==> config.mk <==
export PLATFORM = sky130hd
export DESIGN_NAME = fcsd_decoder
export DESIGN_NICKNAME = d
export VERILOG_FILES = /design/src/verilog/fcsd_pkg.sv /design/src/verilog/fcsd_decoder.sv /design/src/verilog/fcsd_word_store.sv
export VERILOG_INCLUDE_DIRS = /design/src /design/src/verilog
export SDC_FILE = /design/constraint.sdc
export NUM_CORES = 1
export LEC_CHECK = 0
export BUFFER_PORTS_ARGS = -buffer_cell sky130_fd_sc_hd__buf_2
export CAP_MARGIN = 25
export CORE_ASPECT_RATIO = 0.6
export CORE_MARGIN = 1
export CORE_UTILIZATION = 32
export CTS_BUF_LIST = sky130_fd_sc_hd__clkbuf_4 sky130_fd_sc_hd__clkbuf_8 sky130_fd_sc_hd__clkbuf_16
export CTS_CLUSTER_SIZE = 28
export DETAILED_ROUTE_END_ITERATION = 16
export PLACE_DENSITY = 0.59
export REMOVE_ABC_BUFFERS = 1
export SLEW_MARGIN = 30
export SYNTH_ARGS = -nofsm -noshare
export SYNTH_HDL_FRONTEND = slang
export SYNTH_HIERARCHICAL = 1
export SYNTH_SLANG_ARGS = --single-unit
==> constraint.sdc <==
create_clock -name CLK -period 3.64 [get_ports CLK]
set_input_delay 0.546 -clock CLK [delete_from_list [all_inputs] [get_ports CLK]]
set_output_delay 0.546 -clock CLK [all_outputs]
set_load 0.005 [all_outputs]
==> src/verilog/fcsd_params.svh <==
// constants for the flash command sequence decoder
// assumes a 32-bit bus write/read strobe interface on one clock
// Operation
// all cycles writes, except identification read
// one 32-bit write; low byte is command
// bit 19 selects upper half on large parts
// address bits 31:20 must equal 0x5e0
// pattern taken from address bits 15:9
// three unlock writes: aa, 55, command
// write f0 with bit19 low resets
// program a0 then four words ascending
// program page from address bits 18:3
// erase 80, aa, 55, then type byte
// block target from address bits 18:13
// page target from address bits 18:12
// issuer uses mirror addresses for erase
// lock program 9a twice, bits 11:4
// select 0-7 pages, 8-38 blocks, split words
// lock erase 6a twice, bits 19:8 zero
// swap set 9a twice, bit 19 zero
// id read 90 then 00 to select
// bits 15:14 pick code; 10 reserved
// issuer checks oscillator stable before programming
// ignore sequences while operation runs
// stay in identification mode until reset
// reset write cancels partial sequence
// secure lock erase wipes array first
// mismatch abandons sequence to read mode
`ifndef FCSD_PARAMS_SVH
`define FCSD_PARAMS_SVH
`define FCSD_REGION      12'h5e0
`define FCSD_PAT_54      7'h2a
`define FCSD_PAT_AA      7'h55
`define FCSD_D_AA        8'haa
`define FCSD_D_55        8'h55
`define FCSD_D_RESET     8'hf0
`define FCSD_D_PROG      8'ha0
`define FCSD_D_ERASE     8'h80
`define FCSD_D_LOCKP     8'h9a
`define FCSD_D_LOCKE     8'h6a
`define FCSD_D_ID        8'h90
`define FCSD_D_IDSEL     8'h00
`define FCSD_D_CHIP      8'h10
`define FCSD_D_AREA      8'h20
`define FCSD_D_BLOCK     8'h30
`define FCSD_D_PAGE      8'h40
`define FCSD_PROG_WORDS  3'h4
`define FCSD_LOCK_MAX    8'h26
`define FCSD_LOCK_BLK16  8'h17
`define FCSD_SWAP_BASE   8'h88
`define FCSD_SWAP_MAX    8'h92
`define FCSD_CODE_RSVD   2'h2
`endif

==> src/verilog/fcsd_pkg.sv <==
// types for the flash command sequence decoder
// assumes fcsd_params.svh holds the numeric constants
package fcsd_pkg;
   // decoder sequence steps
   typedef enum logic [3:0] {
      FCSD_READ, FCSD_U2, FCSD_U3, FCSD_E4, FCSD_E5, FCSD_E6,
      FCSD_LOCK4, FCSD_PROG, FCSD_ID, FCSD_BUSY
   } fcsd_state_t;
   // operation launched toward the flash engine
   typedef enum logic [3:0] {
      FCSD_OP_NONE, FCSD_OP_PROG, FCSD_OP_CHIP, FCSD_OP_AREA,
      FCSD_OP_BLOCK, FCSD_OP_PAGE, FCSD_OP_LOCKP, FCSD_OP_LOCKE,
      FCSD_OP_SWAP
   } fcsd_op_t;
endpackage

==> src/verilog/fcsd_decoder.sv <==
// flash command sequence decoder: watches processor bus cycles to the
// flash region and turns unlock sequences into operation launches.
// assumes one-cycle write/read strobes on CLK; engine reports done.
`timescale 1ns/1ps
`include "fcsd_params.svh"
module fcsd_decoder
   import fcsd_pkg::*;
#(
   parameter int          ADDR_W   = 32,        // bus address width
   parameter logic [15:0] CODE_MFR = 16'h0011,  // arbitrary value
   parameter logic [15:0] CODE_DEV = 16'h0022,  // arbitrary value
   parameter logic [15:0] CODE_MAC = 16'h0033   // arbitrary value
) (
   // clock and reset
   input  wire logic              CLK,
   input  wire logic              RST_N,
   // processor bus cycle
   input  wire logic              BUS_WR,
   input  wire logic              BUS_RD,
   input  wire logic [ADDR_W-1:0] BUS_ADDR,
   input  wire logic [31:0]       BUS_WDATA,
   // engine status and configuration
   input  wire logic              OP_DONE,
   input  wire logic              SECURE,
   // launch toward the flash engine
   output logic                   OP_START,
   output logic [3:0]             OP_CODE,
   output logic                   OP_ERASE_ARRAY,
   output logic [18:0]            TARGET_ADDR,
   output logic [7:0]             LOCK_BIT_SELECT,
   output logic                   LOCK_IN_HIGH_WORD,
   output logic [3:0]             SWAP_BIT_SELECT,
   // program words
   output logic                   PROGRAM_WORD_VALID,
   output logic [31:0]            PROGRAM_WORD,
   // identification read answer
   output logic                   CODE_VALID,
   output logic [15:0]            CODE_VALUE,
   // decoder status
   output logic                   BUSY,
   output logic                   ID_MODE
);
   initial begin
      if (ADDR_W != 32) $error("fcsd_decoder: address must be 32 bits");
   end

   // address fields of the current cycle
   logic       in_region;    // upper bits hit flash region
   logic       pat_54;       // pattern 0x54 in bits 15:9
   logic       pat_aa;       // pattern 0xaa in bits 15:9
   logic [7:0] cmd;          // command byte
   logic [7:0] sel_field;    // bits 11:4 selector
   assign in_region = BUS_ADDR[31:20] == `FCSD_REGION;
   assign pat_54    = BUS_ADDR[15:9] == `FCSD_PAT_54;
   assign pat_aa    = BUS_ADDR[15:9] == `FCSD_PAT_AA;
   assign cmd       = BUS_WDATA[7:0];
   assign sel_field = BUS_ADDR[11:4];
   // a write of f0 with bit 19 low returns to read mode, except while an operation runs
   logic wr_hit;
   logic is_reset;
   assign wr_hit   = BUS_WR && in_region;
   assign is_reset = wr_hit && cmd == `FCSD_D_RESET
                     && !BUS_ADDR[19];

   // sequence state
   fcsd_state_t st_q, st_d;       // decoder step
   logic [7:0]  cmd3_q, cmd3_d;   // third-cycle command byte
   logic [2:0]  wcnt_q, wcnt_d;   // program words captured
   logic [1:0]  csel_q, csel_d;   // identification code select
   logic        csv_q, csv_d;     // code select is valid
   logic        launch;           // operation accepted this cycle
   fcsd_op_t    op_sel;           // operation to launch
   logic [18:0] tgt_sel;          // captured target

   // next state of the sequence walker
   always_comb begin
      st_d    = st_q;
      cmd3_d  = cmd3_q;
      wcnt_d  = wcnt_q;
      csel_d  = csel_q;
      csv_d   = csv_q;
      launch  = 1'b0;
      op_sel  = FCSD_OP_NONE;
      tgt_sel = '0;
      case (st_q)
         // running operation: every sequence is ignored
         FCSD_BUSY: begin
            if (OP_DONE) st_d = FCSD_READ;
         end
         // first unlock cycle
         FCSD_READ: begin
            if (wr_hit && !is_reset) begin
               if (pat_54 && cmd == `FCSD_D_AA) st_d = FCSD_U2;
            end
         end
         // second unlock cycle
         FCSD_U2: begin
            if (is_reset) begin
               st_d = FCSD_READ;
            end else if (wr_hit) begin
               if (pat_aa && cmd == `FCSD_D_55) st_d = FCSD_U3;
               else st_d = FCSD_READ;
            end
         end
         // third cycle carries the command byte
         FCSD_U3: begin
            if (is_reset) begin
               st_d = FCSD_READ;
            end else if (wr_hit) begin
               cmd3_d = cmd;
               st_d   = FCSD_READ;
               if (pat_54) begin
                  case (cmd)
                     `FCSD_D_PROG: begin
                        st_d   = FCSD_PROG;
                        wcnt_d = '0;
                     end
                     `FCSD_D_ERASE: st_d = FCSD_E4;
                     `FCSD_D_LOCKP: st_d = FCSD_LOCK4;
                     `FCSD_D_LOCKE: st_d = FCSD_LOCK4;
                     `FCSD_D_ID:    st_d = FCSD_ID;
                     default:       st_d = FCSD_READ;
                  endcase
               end
            end
         end
         // fourth erase unlock
         FCSD_E4: begin
            if (is_reset) begin
               st_d = FCSD_READ;
            end else if (wr_hit) begin
               if (pat_54 && cmd == `FCSD_D_AA) st_d = FCSD_E5;
               else st_d = FCSD_READ;
            end
         end
         // fifth erase unlock
         FCSD_E5: begin
            if (is_reset) begin
               st_d = FCSD_READ;
            end else if (wr_hit) begin
               if (pat_aa && cmd == `FCSD_D_55) st_d = FCSD_E6;
               else st_d = FCSD_READ;
            end
         end
         // sixth cycle picks the erase type and target
         FCSD_E6: begin
            if (is_reset) begin
               st_d = FCSD_READ;
            end else if (wr_hit) begin
               st_d   = FCSD_BUSY;
               launch = 1'b1;
               case (cmd)
                  `FCSD_D_CHIP: op_sel = FCSD_OP_CHIP;
                  `FCSD_D_AREA: begin
                     op_sel  = FCSD_OP_AREA;
                     tgt_sel = BUS_ADDR[18:0];
                  end
                  `FCSD_D_BLOCK: begin
                     op_sel  = FCSD_OP_BLOCK;
                     tgt_sel = {BUS_ADDR[18:13], 13'h0000};
                  end
                  `FCSD_D_PAGE: begin
                     op_sel  = FCSD_OP_PAGE;
                     tgt_sel = {BUS_ADDR[18:12], 12'h000};
                  end
                  default: begin
                     launch = 1'b0;
                     st_d   = FCSD_READ;
                  end
               endcase
            end
         end
         // fourth cycle of lock program, lock erase or swap set
         FCSD_LOCK4: begin
            if (is_reset) begin
               st_d = FCSD_READ;
            end else if (wr_hit) begin
               st_d = FCSD_READ;
               if (cmd3_q == `FCSD_D_LOCKE && cmd == `FCSD_D_LOCKE
                   && BUS_ADDR[19:8] == 12'h000) begin
                  op_sel = FCSD_OP_LOCKE;
                  launch = 1'b1;
               end else if (cmd3_q == `FCSD_D_LOCKP
                            && cmd == `FCSD_D_LOCKP
                            && !BUS_ADDR[19]) begin
                  if (sel_field <= `FCSD_LOCK_MAX) begin
                     op_sel = FCSD_OP_LOCKP;
                     launch = 1'b1;
                  end else if (sel_field >= `FCSD_SWAP_BASE
                               && sel_field <= `FCSD_SWAP_MAX) begin
                     op_sel = FCSD_OP_SWAP;
                     launch = 1'b1;
                  end
               end
               if (launch) st_d = FCSD_BUSY;
            end
         end
         // program: four words to the page target
         FCSD_PROG: begin
            if (is_reset) begin
               st_d = FCSD_READ;
            end else if (wr_hit) begin
               wcnt_d = wcnt_q + 3'h1;
               if (wcnt_q == 3'h0) begin
                  tgt_sel = {BUS_ADDR[18:3], 3'h0};
               end
               if (wcnt_q + 3'h1 == `FCSD_PROG_WORDS) begin
                  op_sel = FCSD_OP_PROG;
                  launch = 1'b1;
                  st_d   = FCSD_BUSY;
               end
            end
         end
         // identification mode until a reset write
         FCSD_ID: begin
            if (is_reset) begin
               st_d  = FCSD_READ;
               csv_d = 1'b0;
            end else if (wr_hit && cmd == `FCSD_D_IDSEL) begin
               csel_d = BUS_ADDR[15:14];
               csv_d  = 1'b1;
            end
         end
         default: st_d = FCSD_READ;
      endcase
   end

   // register the sequence walker
   always_ff @(posedge CLK or negedge RST_N) begin
      if (!RST_N) begin
         st_q   <= FCSD_READ;
         cmd3_q <= 8'h00;
         wcnt_q <= 3'h0;
         csel_q <= 2'h0;
         csv_q  <= 1'b0;
      end else begin
         st_q   <= st_d;
         cmd3_q <= cmd3_d;
         wcnt_q <= wcnt_d;
         csel_q <= csel_d;
         csv_q  <= csv_d;
      end
   end

   // program words go through the burst store; readout trails by one
   logic       pw_wr;
   logic [1:0] pw_idx;
   logic [1:0] pw_last;   // index of the word just stored
   assign pw_wr  = st_q == FCSD_PROG && wr_hit && !is_reset;
   assign pw_idx = wcnt_q[1:0];
   // the count has already stepped past the stored word, so look back one
   assign pw_last = 2'(wcnt_q - 3'h1);
   fcsd_word_store #(.WIDTH(32), .DEPTH(4)) u_store (
      .clk     (CLK),
      .rst_n   (RST_N),
      .wr_en   (pw_wr),
      .wr_idx  (pw_idx),
      .wr_data (BUS_WDATA),
      .rd_idx  (pw_last),
      .rd_data (PROGRAM_WORD)
   );

   // output registers
   logic        start_d, erase_arr_d, hi_d, pwv_d, pwv_q, cv_d, busy_d;
   logic [3:0]  code_d, swap_d;
   logic [18:0] tgt_d;
   logic [7:0]  lsel_d;
   logic [15:0] cval_d;
   always_comb begin
      start_d     = launch;
      code_d      = launch ? op_sel : OP_CODE;
      erase_arr_d = launch ? (op_sel == FCSD_OP_LOCKE && SECURE)
                           : OP_ERASE_ARRAY;
      lsel_d      = (launch && op_sel == FCSD_OP_LOCKP) ? sel_field
                                                      : LOCK_BIT_SELECT;
      hi_d        = (launch && op_sel == FCSD_OP_LOCKP)
                    ? (sel_field >= `FCSD_LOCK_BLK16)
                    : LOCK_IN_HIGH_WORD;
      swap_d      = (launch && op_sel == FCSD_OP_SWAP)
                    ? 4'(sel_field - `FCSD_SWAP_BASE) : SWAP_BIT_SELECT;
      tgt_d       = TARGET_ADDR;
      if ((launch && op_sel != FCSD_OP_PROG) || (pw_wr && wcnt_q == 3'h0))
         tgt_d = tgt_sel;
      pwv_d       = pw_wr;
      busy_d      = st_d == FCSD_BUSY;
      // code answers a read in identification mode; reserved gives zero
      cv_d        = BUS_RD && in_region && st_q == FCSD_ID && csv_q;
      case (csel_q)
         2'h0:    cval_d = CODE_MFR;
         2'h1:    cval_d = CODE_DEV;
         2'h3:    cval_d = CODE_MAC;
         default: cval_d = 16'h0000;
      endcase
      if (!cv_d) cval_d = CODE_VALUE;
   end
   always_ff @(posedge CLK or negedge RST_N) begin
      if (!RST_N) begin
         OP_START           <= 1'b0;
         OP_CODE            <= FCSD_OP_NONE;
         OP_ERASE_ARRAY     <= 1'b0;
         TARGET_ADDR        <= '0;
         LOCK_BIT_SELECT    <= 8'h00;
         LOCK_IN_HIGH_WORD  <= 1'b0;
         SWAP_BIT_SELECT    <= 4'h0;
         pwv_q              <= 1'b0;
         PROGRAM_WORD_VALID <= 1'b0;
         CODE_VALID         <= 1'b0;
         CODE_VALUE         <= 16'h0000;
         BUSY               <= 1'b0;
         ID_MODE            <= 1'b0;
      end else begin
         OP_START           <= start_d;
         OP_CODE            <= code_d;
         OP_ERASE_ARRAY     <= erase_arr_d;
         TARGET_ADDR        <= tgt_d;
         LOCK_BIT_SELECT    <= lsel_d;
         LOCK_IN_HIGH_WORD  <= hi_d;
         SWAP_BIT_SELECT    <= swap_d;
         pwv_q              <= pwv_d;
         PROGRAM_WORD_VALID <= pwv_q;
         CODE_VALID         <= cv_d;
         CODE_VALUE         <= cval_d;
         BUSY               <= busy_d;
         ID_MODE            <= st_d == FCSD_ID;
      end
   end
endmodule // fcsd_decoder

==> src/verilog/fcsd_word_store.sv <==
// small register memory holding the program words of one burst
// assumes write and read on the same clock; read data registered
`timescale 1ns/1ps
module fcsd_word_store #(
   parameter int WIDTH = 32,   // word width
   parameter int DEPTH = 4     // words per burst
) (
   // clock and reset
   input  wire logic                     clk,
   input  wire logic                     rst_n,
   // write side
   input  wire logic                     wr_en,
   input  wire logic [$clog2(DEPTH)-1:0] wr_idx,
   input  wire logic [WIDTH-1:0]         wr_data,
   // read side
   input  wire logic [$clog2(DEPTH)-1:0] rd_idx,
   output logic      [WIDTH-1:0]         rd_data
);
   logic [WIDTH-1:0] mem_q [DEPTH];   // storage
   initial begin
      if (DEPTH < 2 || WIDTH < 1) $error("fcsd_word_store: bad size");
   end
   // per-entry storage, one generate loop
   for (genvar i = 0; i < DEPTH; i++) begin : g_ent
      always_ff @(posedge clk or negedge rst_n) begin
         if (!rst_n) begin
            mem_q[i] <= '0;
         end else if (wr_en && wr_idx == i) begin
            mem_q[i] <= wr_data;
         end
      end
   end
   // registered read port
   always_ff @(posedge clk or negedge rst_n) begin
      if (!rst_n) begin
         rd_data <= '0;
      end else begin
         rd_data <= mem_q[rd_idx];
      end
   end
endmodule // fcsd_word_store

==> qor.csv, run 1 <==
metric,value,unit
vdd_ir_drop_max,0.318,mV
fin_crit_sh,0.772,
clkLatencyLatePin,0.55,ns
fin_crit,2.81,ns
synth_most_common_cell,dfrtp_1,
p_total,5260,uW
min_path_type,input port to async pin,
hpwlAfterDp,16200,um
initialDrtViolationCount,450,
grt.overflow.total,0,
num-fill-cells,2859,
reg2reg_depth,6,
first_pass_iters,5,
synth-seq-area-share,0.567,
synthTopCellsByCount,"dfrtp_1, mux2_2, mux4_2, nand2_1, nor2_1",
synth_warnings,6,
worstMarginPinSlew,0.967,ns
cp_slowest_cell,or4_1,
insertedDiodeCount,0,
clockBufferDepth,3,
drive_above_1_share,0.464,
async_flop_share,1.00,
hold_viol,0,
cap_violations,0,
power.density,441,nW/um^2
cts_made_buffers,25,
antenna_found_initial,2,
critical-path-max-stage-delay,0.68,ns
drt-total-wl,24400,um
crit_chain,"nor2b_1, nand3b_1, nor3_2, o21ai_0, or4_1, mux2_2",
grt_pass1_wl,38000,um
synth_seq_cells,223,
drt-vias-per-instance,5.01,
netlist_area,9830,um^2
synth_edf_count,0,
crit_path_max_fanout,12,
stdcell_count,1276,
postCtsSetupRepairBufs,0,
avgSynthCellArea,14.2,um^2
cts_tree,yes,
path_clk_slew,0.06,ns
vias,6398,
clock-root-buffer,clkbuf_16,
cp-end-kind,flip-flop,
port_buffers,147,
synth.distinct_cells,67,
syn2layout_area_growth,21.1,%
reg2reg_slack,0.83,ns
die_h,138,um
ys.flop_type,dfrtp_1,
num_rows,49,
yosysTopAreaCellShare,0.567,
avgRoutedWirePerCell,19.1,um
status,"complete, no violations",
numClockSinks,223,
rsz0062_at_grt,false,
fmax,356,MHz
holdBufCountCts,0,
grt_pass1_vias,6349,
arrival,3.24,ns
critPathLaunchType,flip-flop,
grtUsageTotal,0.157,
setup_viol,0,
io_pins,160,
fin_skew,0.0173,ns
gp_congestion,0.910,
die_x,228,um
num-nets-final,925,
synth_top_area_cell,dfrtp_1,
initial_core_util,0.327,
synthCells,695,
critPathKind,flip-flop to flip-flop,
placed_cells,1230,
reg2reg_to,LOCK_BIT_SELECT[3]$_DFFE_PN0P_,
synthTopCellsByArea,"dfrtp_1, mux2_2, mux4_2",
worst_r2r_startpoint,st_q[2]$_DFF_PN0_,
tns,0,ns
antenna_left,0,
cts_max_level,1,
grt_max_degree,96,
maxSlewViolCount,0,
drc,0,
required,4.07,ns
slew_headroom,0.355,
post_cts_resized,0,
leakage,0.00605,uW
core,30100,um^2
dieArea,31500,um^2
==> state kept, by name, summed over array words and instances, names as in the netlist, 2 cells and up <==
register         flops
u_store/mem_q      128
SWAP_BIT_SELECT      4
st_q                 4
csel_q               2
u_store/rd_data     32
LOCK_BIT_SELECT      8
CODE_VALUE           2
cmd3_q               8
OP_CODE              4
wcnt_q               3
TARGET_ADDR         19
==> worst max-delay path, delay by kind of cell, from the launching register on <==
| family | cells | cell delay, ns |
|---|---|---|
| simple gates | 4 | 1.63 |
| compound gates | 1 | 0.14 |
| flops | 1 | 0.56 |
| mux | 1 | 0.37 |
==> worst max-delay path by stage <==
stage / start / end / slack, ns
global route: st_q[2]$_DFF_PN0_ / LOCK_BIT_SELECT[3]$_DFFE_PN0P_ / 0.68
detailed placement: BUS_WDATA[1] / LOCK_BIT_SELECT[3]$_DFFE_PN0P_ / 0.35
CTS: st_q[0]$_DFF_PN0_ / LOCK_BIT_SELECT[3]$_DFFE_PN0P_ / 0.91
finish: st_q[2]$_DFF_PN0_ / LOCK_BIT_SELECT[3]$_DFFE_PN0P_ / 0.83
floorplan: BUS_ADDR[21] / u_store/mem_q[102]$_DFFE_PN0P_ / 0.14
global placement: BUS_WDATA[1] / LOCK_BIT_SELECT[4]$_DFFE_PN0P_ / 0.44
==> routing by layer <==
layer	wire length (um)	GRT usage
met1	12300	0.240
met2	10100	0.218
met3	1570	0.0422
met4	364	0.0306
met5	22	0
==> where the power goes <==
part | total [uW] | switching (uW) | internal, uW
clock | 2560 | 1040 | 1520
sequential | 2490 | 8.80 | 2480
combinational | 205 | 143 | 62.6
==> placed cells by master (no fill, tap or decap), types with 10 or more instances in the layout <==
master     count
o21ai_0       18
nor2_1        24
a22o_1        16
mux4_2        32
buf_4         14
clkbuf_16     25
nand2b_1      10
nand2_1       24
dfrtp_1      223
conb_1        12
mux2_2       146
buf_2        146
inv_1         13
==> through the flow <==
| stage | utilization | setup slack [ns] | hold WS [ns] | area (um^2) |
|---|---|---|---|---|
| finish | 0.396 | 0.828 | 0.0380 | 11900 |
| global placement | 0.367 | 0.444 | 0.349 | 11100 |
| CTS | 0.396 | 0.912 | 0.0653 | 11900 |
| floorplan | - | 0.137 | 0.250 | 9590 |
| detailed placement | 0.367 | 0.349 | 0.343 | 11100 |
| global route | 0.396 | 0.681 | 0.0891 | 11900 |
==> final cells by class <==
type                            instances  area, um^2  area share
Inverter                               15        56.3     0.00473
Sequential cell                       223        5580       0.468
Timing Repair Buffer                  166         951      0.0798
Multi-Input combinational cell        418        3960       0.333
Clock buffer                           36         752      0.0631
Clock inverter                         10         100     0.00840
Tap cell                              408         510      0.0428
==> cell families after synthesis <==
logic type,Yosys count,share of synthesized area
mux,182,0.245
xor+xnor,4,0.00356
buf+inv,65,0.0349
fa+ha+maj,6,0.00763
compound gates,75,0.0564
flops,223,0.567
other cells,1,0.000381
simple gates,139,0.0850
Power figures use the tool's default switching activity.
==> inputs of run 2 (changes only) <==
==> constraint.sdc (replaced) <==
create_clock -name CLK -period 2.86 [get_ports CLK]
set_input_delay 0.429 -clock CLK [delete_from_list [all_inputs] [get_ports CLK]]
set_output_delay 0.429 -clock CLK [all_outputs]
set_load 0.005 [all_outputs]
==> qor.csv, run 2 (synthesized netlist as in run 1, its figures left out) <==
metric,value,unit
cp-end-kind,flip-flop,
reg_top3,"u_store/mem_q: 128 flops, u_store/rd_data: 32 flops, TARGET_ADDR: 19 flops",
clockBufferDepth,3,
use_met3,0.0468,
initial_core_util,0.327,
setup_viol,0,
port_buffers,147,
status,"complete, no violations",
crit_buf_inv,1,
stdcell_count,1311,
fin_area,12200,um^2
cp_slowest_cell,or4_4,
required,3.26,ns
vias,6437,
cpLargestDelayFamily,simple AND/OR/NAND/NOR gates,
grt.overflow.total,0,
num_rows,49,
min_path_type,input port to flip-flop,
grt_use_met2,0.220,
clkLatencyLatePin,0.52,ns
slew_headroom,0.359,
placed_cells,1266,
worst_hold_slack,0.123,ns
drt-vias-per-instance,4.91,
crit_chain,"nand2b_1, or4_4, nor3_1, or4_1, buf_4, mux2_2",
regMostFlops,u_store/mem_q,
critPathKind,flip-flop to flip-flop,
gr-max-usage-layer,met1,
grtUsageTotal,0.159,
hpwlAfterDp,17400,um
tns,0,ns
cts_tree,yes,
drt-total-wl,25000,um
hold_viol,0,
core,30100,um^2
p_total,6670,uW
numClockSinks,223,
critical-path-max-stage-delay,0.55,ns
crit_path_max_fanout,13,
initialDrtViolationCount,492,
antenna_left,0,
grt_max_degree,74,
fin_crit,2.53,ns
die_x,228,um
dpl_cell_area,11400,um^2
syn2layout_area_growth,24.5,%
gp_congestion,0.931,
arrival,2.94,ns
layout.cells.most_common_list,"dfrtp_1, mux2_2, buf_2",
fin_crit_sh,0.886,
drive_above_1_share,0.483,
grt_pass1_vias,6529,
cts_made_buffers,23,
avgRoutedWirePerCell,19.1,um
io_pins,160,
leakage,0.00623,uW
power.density,545,nW/um^2
vdd_ir_drop_max,0.462,mV
die_h,138,um
cts_max_level,1,
grt_pass1_wl,38500,um
first_pass_iters,5,
postCtsSetupRepairBufs,0,
path_clk_slew,0.07,ns
fmax,395,MHz
num-nets-final,960,
fin_skew,0.00684,ns
maxSlewViolCount,0,
clock-root-buffer,clkbuf_16,
cap_violations,0,
final_common_cell,dfrtp_1,
antenna_found_initial,3,
worstMarginPinSlew,0.953,ns
critPathLaunchType,flip-flop,
use_met1,0.240,
dieArea,31500,um^2
drc,0,
rsz0062_at_grt,false,
largest_reg_flops,128,
run 2: changes by cell type in the layout (fill, tap and decap cells not counted), sizes merged:
| cell | delta |
|---|---|
| clkinv | -1 |
| clkbuf | -6 |
| diode | +2 |
| inv | +1 |
| buf | +36 |
| bufinv | +2 |
| dlygate4sd3 | +1 |
run 2: stage by stage:
stage | util | worst slack [ns]
2_1_floorplan | - | -0.526
3_3_place_gp | 0.379 | -0.0337
3_5_place_dp | 0.379 | -0.0846
4_1_cts | 0.407 | 0.424
5_1_grt | 0.407 | 0.264
6_report | 0.407 | 0.326
run 2: layer usage:
| metal | routed length, um | share of wire | up-vias |
|---|---|---|---|
| met3 | 1820 | 0.073 | 39 |
| met2 | 10400 | 0.41 | 189 |
| li1 | - | - | 2939 |
| met4 | 527 | 0.021 | 2 |
| met5 | 13 | 0.00052 | - |
| met1 | 12300 | 0.49 | 3268 |
run 2: where the power goes:
part | leakage (uW) | internal [uW] | switching (uW)
registers | 0.00310 | 3160 | 10.4
logic | 0.00273 | 101 | 189
clock network | 0.000404 | 1910 | 1300
run 2: timing repair:
item | CTS | global route
resized for setup | 0 | 0
hold endpoints to repair | 69 | 0
hold buffers | 1 | 0
run 2: final cells by class:
cell class / instances / area [um^2]
tap: 408 / 510
sequential: 223 / 5580
inverter: 15 / 56.3
clock inverter: 12 / 149
clock buffer: 30 / 659
antenna: 2 / 5.00
timing repair buffer: 203 / 1320
fill: 2851 / 17900
multi-input combinational: 418 / 3960
run 2: worst paths after layout:
kind                       depth (start not counted)                              to              start  slack, ns
setup / recovery                                   6  LOCK_BIT_SELECT[1]$_DFFE_PN0P_  st_q[1]$_DFF_PN0_       0.33
hold reg to reg                                    0    PROGRAM_WORD_VALID$_DFF_PN0_    pwv_q$_DFF_PN0_       0.35
hold / removal                                     2      TARGET_ADDR[0]$_DFFE_PN0P_        BUS_ADDR[0]       0.12
setup reg to reg                                   6  LOCK_BIT_SELECT[1]$_DFFE_PN0P_  st_q[1]$_DFF_PN0_       0.33
min in group asynchronous                          2   u_store/mem_q[76]$_DFFE_PN0P_              RST_N       0.47
max in group asynchronous                          3   u_store/mem_q[75]$_DFFE_PN0P_              RST_N       1.64
==> inputs of run 3 (changes only) <==
--- a/config.mk
+++ b/config.mk
@@ -8,7 +8,7 @@
 export LEC_CHECK = 0
 export BUFFER_PORTS_ARGS = -buffer_cell sky130_fd_sc_hd__buf_2
 export CAP_MARGIN = 25
-export CORE_ASPECT_RATIO = 0.6
+export CORE_ASPECT_RATIO = 1.75
 export CORE_MARGIN = 1
 export CORE_UTILIZATION = 32
 export CTS_BUF_LIST = sky130_fd_sc_hd__clkbuf_4 sky130_fd_sc_hd__clkbuf_8 sky130_fd_sc_hd__clkbuf_16
==> qor.csv, run 3 (synthesized netlist as in run 1, its figures left out) <==
metric,value,unit
clkLatencyLatePin,0.52,ns
reg2reg_depth,6,
grt_max_degree,89,
cp_slowest_cell,dfrtp_1,
layout.cells.most_common_list,"dfrtp_1, mux2_2, buf_2",
fin_skew,0.0176,ns
num_rows,84,
p_sw_frac,0.217,
fmax,398,MHz
setup_viol,0,
worst_hold_slack,0.128,ns
dieArea,31500,um^2
cpLargestDelayFamily,simple AND/OR/NAND/NOR gates,
critical-path-max-stage-delay,0.63,ns
slew_headroom,0.440,
cts_max_level,1,
syn2layout_area_growth,23.5,%
p_sw,1450,uW
grtUsageTotal,0.160,
port_buffers,147,
vias,6447,
clock-root-buffer,clkbuf_16,
hpwlAfterDp,17500,um
regMostFlops,u_store/mem_q,
maxSlewViolCount,0,
critPathLaunchType,flip-flop,
grt_pass1_wl,38600,um
drt-vias-per-instance,5.04,
p_comb_frac,0.042,
hold_viol,0,
path_clk_slew,0.07,ns
largest_reg_flops,128,
fin_area,12100,um^2
power.density,551,nW/um^2
leakage,0.00618,uW
grt.overflow.total,0,
core,30200,um^2
crit_chain,"nand2b_1, or4_4, nor3_1, or4_1, buf_4, mux2_2",
initial_core_util,0.326,
fin_crit_sh,0.879,
die_x,135,um
holdPathStages,2,
reg_top3,"u_store/mem_q: 128 flops, u_store/rd_data: 32 flops, TARGET_ADDR: 19 flops",
cp-end-kind,flip-flop,
clockBufferDepth,3,
reg2reg_slack,0.35,ns
pre_cts_slack,0.0395,ns
arrival,2.91,ns
vdd_ir_drop_max,0.429,mV
cts_tree,yes,
die_h,234,um
setup_ws,0.345,ns
dpl_cell_area,11300,um^2
worst_r2r_startpoint,st_q[0]$_DFF_PN0_,
hold_end,TARGET_ADDR[3]$_DFFE_PN0P_,
critPathKind,flip-flop to flip-flop,
reg2reg_to,LOCK_BIT_SELECT[3]$_DFFE_PN0P_,
final_util,0.403,
avgRoutedWirePerCell,19.2,um
insertedDiodeCount,0,
pwr-share-seq,0.474,
drc,0,
p_int,5230,uW
fin_crit,2.51,ns
cts_made_buffers,22,
worstMarginPinSlew,0.834,ns
post_cts_resized,0,
drive_above_1_share,0.477,
crit_buf_inv,1,
clock_power_share,0.485,
num-nets-final,951,
drt-total-wl,24600,um
gp_congestion,0.963,
rsz0062_at_grt,false,
first_pass_iters,4,
antenna_left,0,
final_common_cell,dfrtp_1,
cap_violations,0,
initialDrtViolationCount,301,
io_pins,160,
crit_path_max_fanout,15,
grt_pass1_vias,6873,
numClockSinks,223,
min_path_type,input port to flip-flop,
required,3.26,ns
status,"complete, no violations",
antenna_found_initial,0,
hp-start,BUS_ADDR[3],
-- run 3: changes by cell type in the layout (fill, tap and decap cells not counted), sizes merged --
cell,before,now
buf,202,194
clkinvlp,1,2
clkinv,6,7
bufinv,3,5
inv,17,15
diode,2,0
clkbuf,30,26
-- run 3: how the worst max path moves through the flow --
stage | from | end | cells after the start
2_1_floorplan | BUS_ADDR[21] | u_store/mem_q[102]$_DFFE_PN0P_ | 7
3_3_place_gp | BUS_WDATA[0] | LOCK_BIT_SELECT[0]$_DFFE_PN0P_ | 7
3_5_place_dp | BUS_WDATA[1] | LOCK_BIT_SELECT[3]$_DFFE_PN0P_ | 7
4_1_cts | st_q[0]$_DFF_PN0_ | LOCK_BIT_SELECT[3]$_DFFE_PN0P_ | 6
5_1_grt | st_q[0]$_DFF_PN0_ | cmd3_q[2]$_DFFE_PN0P_ | 3
6_report | st_q[0]$_DFF_PN0_ | LOCK_BIT_SELECT[3]$_DFFE_PN0P_ | 6
-- run 3: metrics by stage --
stage	setup TNS (ns)	power (uW)	instances
after floorplan	-52.00	3290	656
after global placement	0	3510	1237
after detailed placement	0	3510	1237
after CTS	0	6800	1278
after global routing	0	6930	1278
final	0	6690	1278
-- run 3: layout make-up --
type                            count  area [um^2]
Clock inverter                     14          219
Multi-Input combinational cell    418         3960
Inverter                           15         56.3
Sequential cell                   223         5580
Timing Repair Buffer              195         1230
Tap cell                          387          484
Clock buffer                       26          606
Fill cell                        2878        18000
-- run 3: power groups by stage --
stage	clock [uW]	combinational, uW	sequential [uW]
floorplan	0	67.0	3220
global placement	0	281	3230
detailed placement	0	283	3230
CTS	3350	285	3170
global route	3450	312	3170
finish	3240	279	3170
-- run 3: timing repair --
| item | 4_1_cts | 5_1_grt |
|---|---|---|
| hold buffers | 1 | 0 |
| endpoints found under the hold margin | 85 | 0 |
| buffers inserted | 0 | 0 |
-- run 3: worst register-to-register path, cell delays in order (launching register included) --
cell	delay, ns
dfrtp_1	0.63
nand2b_1	0.18
or4_4	0.58
nor3_1	0.33
or4_1	0.17
buf_4	0.17
mux2_2	0.35
-- run 3: layer usage --
metal	global-route usage	vias to the layer above	wire, um
met5	0	-	0
met3	0.0251	45	1080
met2	0.311	193	13700
met4	0.0551	0	660
li1	-	2906	-
met1	0.173	3303	9120
